<file path="src/include/sdods_pkg.sv">
// constants and types for the sda output delay select block
// assumes an apb master on pclk and a free main oscillator clock on a pin
package sdods_pkg;

  // ----------------------------------------------------------------
  // register map
  // ----------------------------------------------------------------
  localparam int unsigned ADDR_W = 12;
  localparam logic [11:0] ADDR_MODE = 12'h000; // channel_special_mode_reg
  localparam logic [11:0] ADDR_DELAY = 12'h004; // sda_delay_setup_register
  localparam int unsigned MODE_SEL_BIT = 7; // sda_delay_mode_select
  localparam int unsigned CODE_MSB = 7; // sda_delay_code_bit2
  localparam int unsigned CODE_LSB = 5; // sda_delay_code_bit0
  localparam int unsigned CODE_W = 3;
  localparam logic [2:0] CODE_ANALOG = 3'h0;
  localparam logic MODE_SEL_RESET = 1'b0;
  localparam logic [31:0] RDATA_ZERO = 32'h0000_0000;

  // ----------------------------------------------------------------
  // timing
  // ----------------------------------------------------------------
  localparam int unsigned CNT_W = 4;
  // one extra oscillator edge covers the unknown phase of the first one
  localparam logic [3:0] CNT_EXTRA = 4'h1;
  localparam logic [3:0] CNT_LAST = 4'h1;
  localparam logic SDA_IDLE = 1'b1;

  // ----------------------------------------------------------------
  // types
  // ----------------------------------------------------------------
  typedef struct packed {
    logic mode_sel;
    logic [2:0] code;
  } sdods_cfg_t;

  typedef enum logic [1:0] {
    ST_IDLE = 2'b01,
    ST_COUNT = 2'b10
  } sdods_state_t;

endpackage

</file>
<file path="src/logic/sdods_delay_counter.sv">
// digital delay counter for the sda output
// assumes xin_rise is a one-cycle pulse already synchronised to pclk
`timescale 1ns/1ps
`default_nettype none
module sdods_delay_counter
  import sdods_pkg::*;
(
  input wire logic pclk,
  input wire logic presetn,
  input wire logic ce,
  input wire logic clear,
  input wire logic xin_rise,
  input wire logic [sdods_pkg::CODE_W-1:0] code,
  input wire logic sda_req,
  output logic sda_dly,
  output logic busy
);

  sdods_state_t state_r, state_nxt;
  logic [CNT_W-1:0] cnt_r, cnt_nxt;
  logic tgt_r, tgt_nxt;
  logic out_r, out_nxt;

  // ----------------------------------------------------------------
  // next state
  // ----------------------------------------------------------------
  // restart on any new change so the pin never shows a short pulse
  always_comb begin
    state_nxt = state_r;
    cnt_nxt = cnt_r;
    tgt_nxt = tgt_r;
    out_nxt = out_r;
    case (state_r)
      ST_IDLE: begin
        if (clear) begin
          out_nxt = sda_req;
        end else if (sda_req != out_r) begin
          tgt_nxt = sda_req;
          cnt_nxt = {1'b0, code} + CNT_EXTRA;
          state_nxt = ST_COUNT;
        end
      end
      ST_COUNT: begin
        if (clear) begin
          out_nxt = sda_req;
          state_nxt = ST_IDLE;
        end else if (sda_req != tgt_r) begin
          tgt_nxt = sda_req;
          cnt_nxt = {1'b0, code} + CNT_EXTRA;
        end else if (xin_rise) begin
          if (cnt_r == CNT_LAST) begin
            out_nxt = tgt_r;
            state_nxt = ST_IDLE;
          end else begin
            cnt_nxt = cnt_r - CNT_LAST;
          end
        end
      end
      default: begin
        state_nxt = ST_IDLE;
      end
    endcase
  end

  // state registers, frozen while ce is low
  always_ff @(posedge pclk or negedge presetn) begin
    if (!presetn) begin
      state_r <= ST_IDLE;
      cnt_r <= '0;
      tgt_r <= SDA_IDLE;
      out_r <= SDA_IDLE;
    end else if (ce) begin
      state_r <= state_nxt;
      cnt_r <= cnt_nxt;
      tgt_r <= tgt_nxt;
      out_r <= out_nxt;
    end
  end

  assign sda_dly = out_r;
  assign busy = (state_r == ST_COUNT);

  // ----------------------------------------------------------------
  // checks
  // ----------------------------------------------------------------
  AST_LOAD_COUNT: assert property (@(posedge pclk) disable iff (!presetn)
    (ce && state_r == ST_IDLE && !clear && sda_req != out_r)
    |=> (state_r == ST_COUNT && cnt_r == {1'b0, $past(code)} + CNT_EXTRA))
    else $error("counter not loaded with code plus one");

  AST_HOLD_WHILE_COUNTING: assert property (@(posedge pclk) disable iff (!presetn)
    (state_r == ST_COUNT && !clear && !(xin_rise && cnt_r == CNT_LAST))
    |=> (out_r == $past(out_r)))
    else $error("delayed sda changed before count ended");

  AST_RELEASE: assert property (@(posedge pclk) disable iff (!presetn)
    (ce && state_r == ST_COUNT && !clear && sda_req == tgt_r && xin_rise
      && cnt_r == CNT_LAST)
    |=> (out_r == $past(tgt_r) && state_r == ST_IDLE))
    else $error("delayed sda not released at last edge");

  COV_RELEASE: cover property (@(posedge pclk) disable iff (!presetn)
    state_r == ST_COUNT ##1 state_r == ST_IDLE);

endmodule
`default_nettype wire

</file>
<file path="src/logic/sdods_top.sv">
// sda output delay select: apb registers, oscillator sampling, output mux
// assumes sda_req comes from serial logic on pclk and xin is an async pin
`timescale 1ns/1ps
`default_nettype none
// Summary of operation
// - code 000 routes sda through the analog path, no digital delay.
// - code n from 1 to 7 delays sda by n to n+1 oscillator periods.
// - analog and digital delay never combine; only one path is active.
// - mode select bit 7 makes the delay setup register writable.
// - with mode select 0, delay writes ignored and reads return all zeros.
// - after reset and while mode select is 0, code forced to 000.
// - first read of the delay setup register after setting mode select returns all zeros.
// - with mode select 1, reserved low bits read as zero.
module sdods_top
  import sdods_pkg::*;
(
  input wire logic pclk,
  input wire logic presetn,
  input wire logic ce,
  input wire logic psel,
  input wire logic penable,
  input wire logic pwrite,
  input wire logic [sdods_pkg::ADDR_W-1:0] paddr,
  input wire logic [31:0] pwdata,
  output logic [31:0] prdata,
  output logic pready,
  output logic pslverr,
  input wire logic xin,
  input wire logic sda_req,
  output logic sda_out,
  output logic sda_analog_sel
);

  // ----------------------------------------------------------------
  // address decode
  // ----------------------------------------------------------------
  function automatic logic sdods_hit(input logic [ADDR_W-1:0] a, input logic [ADDR_W-1:0] off);
    sdods_hit = (a == off);
  endfunction

  logic hit_mode, hit_delay, setup_rd, access, wr_mode, wr_delay;

  // decode shared by write, read capture and error answer
  assign hit_mode = sdods_hit(paddr, ADDR_MODE);
  assign hit_delay = sdods_hit(paddr, ADDR_DELAY);
  assign setup_rd = ce & psel & ~penable & ~pwrite;
  assign access = ce & psel & penable;
  assign wr_mode = access & pwrite & hit_mode;
  assign wr_delay = access & pwrite & hit_delay;
  assign pready = access;
  assign pslverr = access & ~(hit_mode | hit_delay);

  // ----------------------------------------------------------------
  // oscillator sampling
  // ----------------------------------------------------------------
  logic xin_s1_r, xin_s2_r, xin_s3_r;
  logic xin_lvl_r, xin_lvl_nxt;
  logic xin_rise;

  // filtered level moves only when stages two and three agree
  assign xin_lvl_nxt = (xin_s2_r == xin_s3_r) ? xin_s3_r : xin_lvl_r;

  // three stages; the edge counts once stages two and three agree on it
  always_ff @(posedge pclk or negedge presetn) begin
    if (!presetn) begin
      xin_s1_r <= 1'b0;
      xin_s2_r <= 1'b0;
      xin_s3_r <= 1'b0;
      xin_lvl_r <= 1'b0;
    end else if (ce) begin
      xin_s1_r <= xin;
      xin_s2_r <= xin_s1_r;
      xin_s3_r <= xin_s2_r;
      xin_lvl_r <= xin_lvl_nxt;
    end
  end

  // one pulse per oscillator rise, taken from xin_lvl_nxt so it costs no extra pclk of latency
  assign xin_rise = xin_lvl_nxt & ~xin_lvl_r;

  // ----------------------------------------------------------------
  // configuration registers
  // ----------------------------------------------------------------
  sdods_cfg_t cfg_r, cfg_nxt;
  logic [31:0] prdata_r, prdata_nxt;

  // writes land only in the access cycle; code clears with mode select
  always_comb begin
    cfg_nxt = cfg_r;
    if (wr_mode) begin
      cfg_nxt.mode_sel = pwdata[MODE_SEL_BIT];
    end
    if (wr_delay && cfg_r.mode_sel) begin
      // low bits are dropped, software is expected to write them as zero
      cfg_nxt.code = pwdata[CODE_MSB:CODE_LSB];
    end
    if (!cfg_nxt.mode_sel) begin
      cfg_nxt.code = CODE_ANALOG;
    end
  end

  // read data captured in the setup cycle so prdata comes from a flop
  always_comb begin
    prdata_nxt = prdata_r;
    if (setup_rd) begin
      prdata_nxt = RDATA_ZERO;
      if (hit_mode) begin
        prdata_nxt[MODE_SEL_BIT] = cfg_r.mode_sel;
      end else if (hit_delay && cfg_r.mode_sel) begin
        // reserved low bits stay zero
        prdata_nxt[CODE_MSB:CODE_LSB] = cfg_r.code;
      end
    end
  end

  // registers of the bus side
  always_ff @(posedge pclk or negedge presetn) begin
    if (!presetn) begin
      cfg_r.mode_sel <= MODE_SEL_RESET;
      cfg_r.code <= CODE_ANALOG;
      prdata_r <= RDATA_ZERO;
    end else if (ce) begin
      cfg_r <= cfg_nxt;
      prdata_r <= prdata_nxt;
    end
  end

  assign prdata = prdata_r;

  // ----------------------------------------------------------------
  // output path
  // ----------------------------------------------------------------
  logic analog;
  logic sda_dly;
  logic dly_busy;
  logic sda_out_r, sda_out_nxt;

  assign analog = (cfg_r.code == CODE_ANALOG);

  // counter is held clear in analog mode so both delays never stack
  sdods_delay_counter u_counter (
    .pclk(pclk),
    .presetn(presetn),
    .ce(ce),
    .clear(analog),
    .xin_rise(xin_rise),
    .code(cfg_r.code),
    .sda_req(sda_req),
    .sda_dly(sda_dly),
    .busy(dly_busy)
  );

  // one pclk of latency in analog mode; the pad adds the analog delay
  always_comb begin
    sda_out_nxt = analog ? sda_req : sda_dly;
  end

  // output flop
  always_ff @(posedge pclk or negedge presetn) begin
    if (!presetn) begin
      sda_out_r <= SDA_IDLE;
    end else if (ce) begin
      sda_out_r <= sda_out_nxt;
    end
  end

  assign sda_out = sda_out_r;
  assign sda_analog_sel = analog;

  // ----------------------------------------------------------------
  // checks
  // ----------------------------------------------------------------
  logic first_rd_r;

  // helper: armed when mode select rises, cleared by a delay access
  always_ff @(posedge pclk or negedge presetn) begin
    if (!presetn) begin
      first_rd_r <= 1'b0;
    end else if (ce) begin
      if (!cfg_r.mode_sel && cfg_nxt.mode_sel) begin
        first_rd_r <= 1'b1;
      end else if (access && hit_delay) begin
        first_rd_r <= 1'b0;
      end
    end
  end

  AST_ANALOG_PASS: assert property (@(posedge pclk) disable iff (!presetn)
    (ce && analog) |=> (sda_out == $past(sda_req)))
    else $error("analog mode did not pass sda straight through");

  AST_ANALOG_NO_COUNT: assert property (@(posedge pclk) disable iff (!presetn)
    (ce && analog) |=> !dly_busy)
    else $error("digital counter ran in analog mode");

  AST_DIGITAL_PATH: assert property (@(posedge pclk) disable iff (!presetn)
    (ce && !analog) |=> (sda_out == $past(sda_dly)))
    else $error("digital mode output not from counter");

  AST_WRITE_TAKES: assert property (@(posedge pclk) disable iff (!presetn)
    (wr_delay && cfg_r.mode_sel && !wr_mode)
    |=> (cfg_r.code == $past(pwdata[CODE_MSB:CODE_LSB])))
    else $error("delay write with mode select set not stored");

  AST_WRITE_IGNORED: assert property (@(posedge pclk) disable iff (!presetn)
    (wr_delay && !cfg_r.mode_sel) |=> (cfg_r.code == CODE_ANALOG))
    else $error("delay write accepted with mode select clear");

  AST_FORCE_ZERO: assert property (@(posedge pclk) disable iff (!presetn)
    !cfg_r.mode_sel |-> (cfg_r.code == CODE_ANALOG && sda_analog_sel))
    else $error("code not forced to analog with mode select clear");

  AST_FIRST_READ: assert property (@(posedge pclk) disable iff (!presetn)
    (first_rd_r && pready && !pwrite && hit_delay) |-> (prdata == RDATA_ZERO))
    else $error("first read after mode select not zero");

  AST_RESERVED_ZERO: assert property (@(posedge pclk) disable iff (!presetn)
    (pready && !pwrite && hit_delay) |-> (prdata[CODE_LSB-1:0] == 5'h00))
    else $error("reserved delay bits read nonzero");

  AST_ERR_UNMAPPED: assert property (@(posedge pclk) disable iff (!presetn)
    (pready && !hit_mode && !hit_delay) |-> (pslverr && prdata == RDATA_ZERO))
    else $error("unmapped access not answered with error");

  COV_DIGITAL: cover property (@(posedge pclk) disable iff (!presetn)
    !analog && dly_busy ##[1:200] !dly_busy);

  COV_WRITE_CODE: cover property (@(posedge pclk) disable iff (!presetn)
    wr_delay && cfg_r.mode_sel);

  COV_FIRST_READ: cover property (@(posedge pclk) disable iff (!presetn)
    first_rd_r && pready && !pwrite && hit_delay);

endmodule
`default_nettype wire

</file>
<file path="config.mk">
export PLATFORM = sky130hd
export DESIGN_NAME = sdods_top
export DESIGN_NICKNAME = d
export VERILOG_FILES = /design/src/include/sdods_pkg.sv /design/src/logic/sdods_delay_counter.sv /design/src/logic/sdods_top.sv
export SDC_FILE = /design/constraint.sdc
export NUM_CORES = 1
export LEC_CHECK = 0
export ABC_CLOCK_PERIOD_IN_PS = 2600
export BUFFER_PORTS_ARGS = -buffer_cell sky130_fd_sc_hd__clkbuf_2
export CAP_MARGIN = 20
export CORE_MARGIN = 4
export CORE_UTILIZATION = 35
export DETAILED_ROUTE_END_ITERATION = 16
export PLACE_DENSITY = 0.67
export SLEW_MARGIN = 20
export SYNTH_ARGS = -nofsm -noshare
export SYNTH_HDL_FRONTEND = slang
export SYNTH_HIERARCHICAL = 1
export SYNTH_SLANG_ARGS = --single-unit
</file>
<file path="constraint.sdc">
create_clock -name pclk -period 2.6 [get_ports pclk]
set_clock_uncertainty 0.1 [all_clocks]
set_input_delay 0.26 -clock pclk [delete_from_list [all_inputs] [get_ports pclk]]
set_output_delay 0.26 -clock pclk [all_outputs]
set_load 0.01 [all_outputs]
</file>
==> reports/qor.csv <==
metric,value,unit
syn avg cell area,9.33,µm²
Worst setup SP type,register,
Seq cells post-synth,20,
total global-route track usage,11.5,%
WL/cell,11.9,µm
Final Hold Fails,0,
number of enable flip-flop cells after synthesis,0,
Placer Congestion,0.834,
Yosys cell types,44,
Reg2Reg Capture Point,u_counter/cnt_r[1],
H-tree levels,1,
die outline height,74.7,µm
top_reg_cell synth,dfrtp_1,
post-cts resize count,0,
Starting Density,37.6,%
maximum clock path buffer count,2,
fin nets,260,
status,finished clean,
IR Drop Worst-Case VDD,0.527,mV
"Max FO, Critical Path",5,
Int Power,757,µW
Yosys top cell area share,25.7,%
Sequential Power Share,38.7,%
FF-to-FF Start,u_counter/state_r[1],
DRT Pass-1 Iters,4,
first-pass GRT wire length,5090,µm
ys async rst share,100,%
Core ar.,0.00414,mm²
CP endpoint kind,register,
Avg Vias per Cell,4.84,
Required @ worst endpoint,2.65,ns
Sw Ratio,37.2,%
P_leak,0.000789,µW
f_max,0.456,GHz
RSZ-0062 raised after global routing,false,
pin count of the biggest net entering global routing,21,
1st-iter DRT viols,35,
DRC viols,0,
CTS tree,yes,
reg2reg path depth,6,
Clock Latency Late Sink,0.26,ns
combinational fraction of design power,41.7,%
Die ar.,0.00558,mm²
layout cells sized above 1,26.5,%
CTS Hold Buffers Added,1,
WP data arrival,2.24,ns
Ant. Diodes,0,
HP Start,xin,
io pins,88,
placed wire-length estimate,2430,µm
Tcrit/Tclk final,84.4,%
"Seq/Total Area, Yosys",32.4,%
Period minus WS final,2.19,ns
Vias,1211,
Root Driver,clkbuf_8,
flop2flop setup slack,0.41,ns
Placed Cells,245,
end point of the worst hold path,xin_s1_r,
routed wire length,2970,µm
Final ANT Viol Nets,0,
Yosys top cell by area,dfrtp_1,
GRT overflow,0,
initial antenna violation count,0,
CTS buffer count,3,
Die W,74.7,µm
WS Path Type,reg2reg,
"Slew Viols, Final",0,
final setup TNS,0,ns
clock share of power,19.7,%
Area growth syn-to-layout,10.4,%
PD cells,701,mW/mm²
Port Buffers,29,
final setup fails,0,
CTS Sinks,20,
# Max-Cap Violations,0,
"top cells by area, synth","dfrtp_1 (26%), buf_4 (14%), dfstp_2 (6.7%)",
Final Non-Filler Cells,250,
net switching power,449,µW
Post-CTS Setup Inserts,0,
"Cell Area, Synth",0.00156,mm²
Mapped Cells,167,
vias in the first global route,1120,
CTS clock-pin slew for the worst setup and hold paths,0.08,ns
hold path depth,2,
min-delay worst type,in2reg,
Syn. warnings,6,
Placement Rows,23,
power groups by stage:
| stage | Sequential (µW) | Clock [µW] | Combinational, µW |
|---|---|---|---|
| 3_3_place_gp | 469 | 0 | 495 |
| 5_1_grt | 480 | 259 | 576 |
| 2_1_floorplan | 457 | 0 | 426 |
| 6_report | 466 | 237 | 503 |
| 4_1_cts | 467 | 247 | 504 |
| 3_5_place_dp | 473 | 0 | 501 |
area by class of cell:
| type | instances | area [µm²] |
|---|---|---|
| fillers | 423 | 2420 |
| multi-input cells | 134 | 893 |
| flip-flops and latches | 20 | 505 |
| repair buffers | 31 | 163 |
| well taps | 50 | 62.6 |
| clock buffers | 4 | 55.1 |
| inverters | 11 | 41.3 |
stage by stage:
step	worst slack, ns	hold slack (ns)	total power, µW	utilization [%]	instance area [µm²]
finish	0.406	0.126	1210	41.5	1720
global route	0.244	0.128	1310	41.5	1720
CTS	0.403	0.120	1220	41.5	1720
detailed placement	0.414	0.157	974	39.9	1660
floorplan	0.236	-0.136	883	-	1660
global placement	0.451	0.155	964	39.9	1660
kinds of logic (layout without fill, tap and decap cells):
family / count (synthesis) / count (layout) / synth area share [%]
buf+inv: 41 / 46 / 16.9
other cells: 1 / 29 / 0.241
xor+xnor: 3 / 3 / 2.17
mux: 8 / 8 / 5.78
fa+ha+maj: 7 / 7 / 5.62
compound gates: 42 / 42 / 17.8
simple gates: 45 / 45 / 19.0
flops: 20 / 20 / 32.4
layer usage:
metal	GRT usage [%]	share of wire, %	vias to the layer above
met1	15.1	45	557
met3	2.80	6.9	6
met2	18.6	47	41
met5	0	0	-
li1	-	-	607
met4	4.15	1.6	0
synth_stat cells (3+ instances only):
library cell,number
buf_4,29
dfrtp_1,16
o21ai_0,14
inv_1,11
nand2_1,11
ha_1,7
mux2_2,5
nor2_1,5
o21ai_1,5
dfstp_2,4
nand4_1,4
o21a_1,4
a21oi_1,3
a2bb2oi_1,3
a32oi_1,3
nand3_1,3
nor3_1,3
registers in the layout, indices dropped and copies added, names as in the netlist:
name	flops
prdata	3
xin_s1_r	1
xin_s2_r	1
u_counter/sda_dly	1
u_counter/cnt_r	4
sda_out	1
xin_s3_r	1
cfg_r	4
u_counter/state_r	2
xin_lvl_r	1
u_counter/tgt_r	1
layout by cell type, fill, tap and decap left out, types with 3 or more instances in the layout:
master,count
a21oi_1,3
a2bb2oi_1,3
a32oi_1,3
clkbuf_2,29
clkbuf_8,4
conb_1,29
dfrtp_1,16
dfstp_2,4
ha_1,7
inv_1,11
mux2_2,5
nand2_1,11
nand3_1,3
nand4_1,4
nor2_1,5
nor3_1,3
o21a_1,4
o21ai_0,14
o21ai_1,5
critical path: stages (launching register included):
cell and delay (ns):
dfrtp_1 0.38, inv_1 0.10, ha_1 0.22, a21boi_0 0.30
o211ai_1 0.25, nor3_2 0.36, mux2_2 0.37
how the worst max path moves through the flow:
stage / slack [ns] / cells after the start / startpoint / endpoint
after global placement: 0.45 / 6 / u_counter/state_r[1] / u_counter/cnt_r[1]
after detailed placement: 0.41 / 6 / u_counter/state_r[1] / u_counter/cnt_r[1]
final: 0.41 / 6 / u_counter/state_r[1] / u_counter/cnt_r[1]
after global routing: 0.24 / 6 / u_counter/state_r[1] / u_counter/cnt_r[1]
after floorplan: 0.24 / 5 / cfg_r[0] / u_counter/cnt_r[1]
after CTS: 0.40 / 6 / u_counter/state_r[1] / u_counter/cnt_r[1]
(Power assumes the default switching activity.)
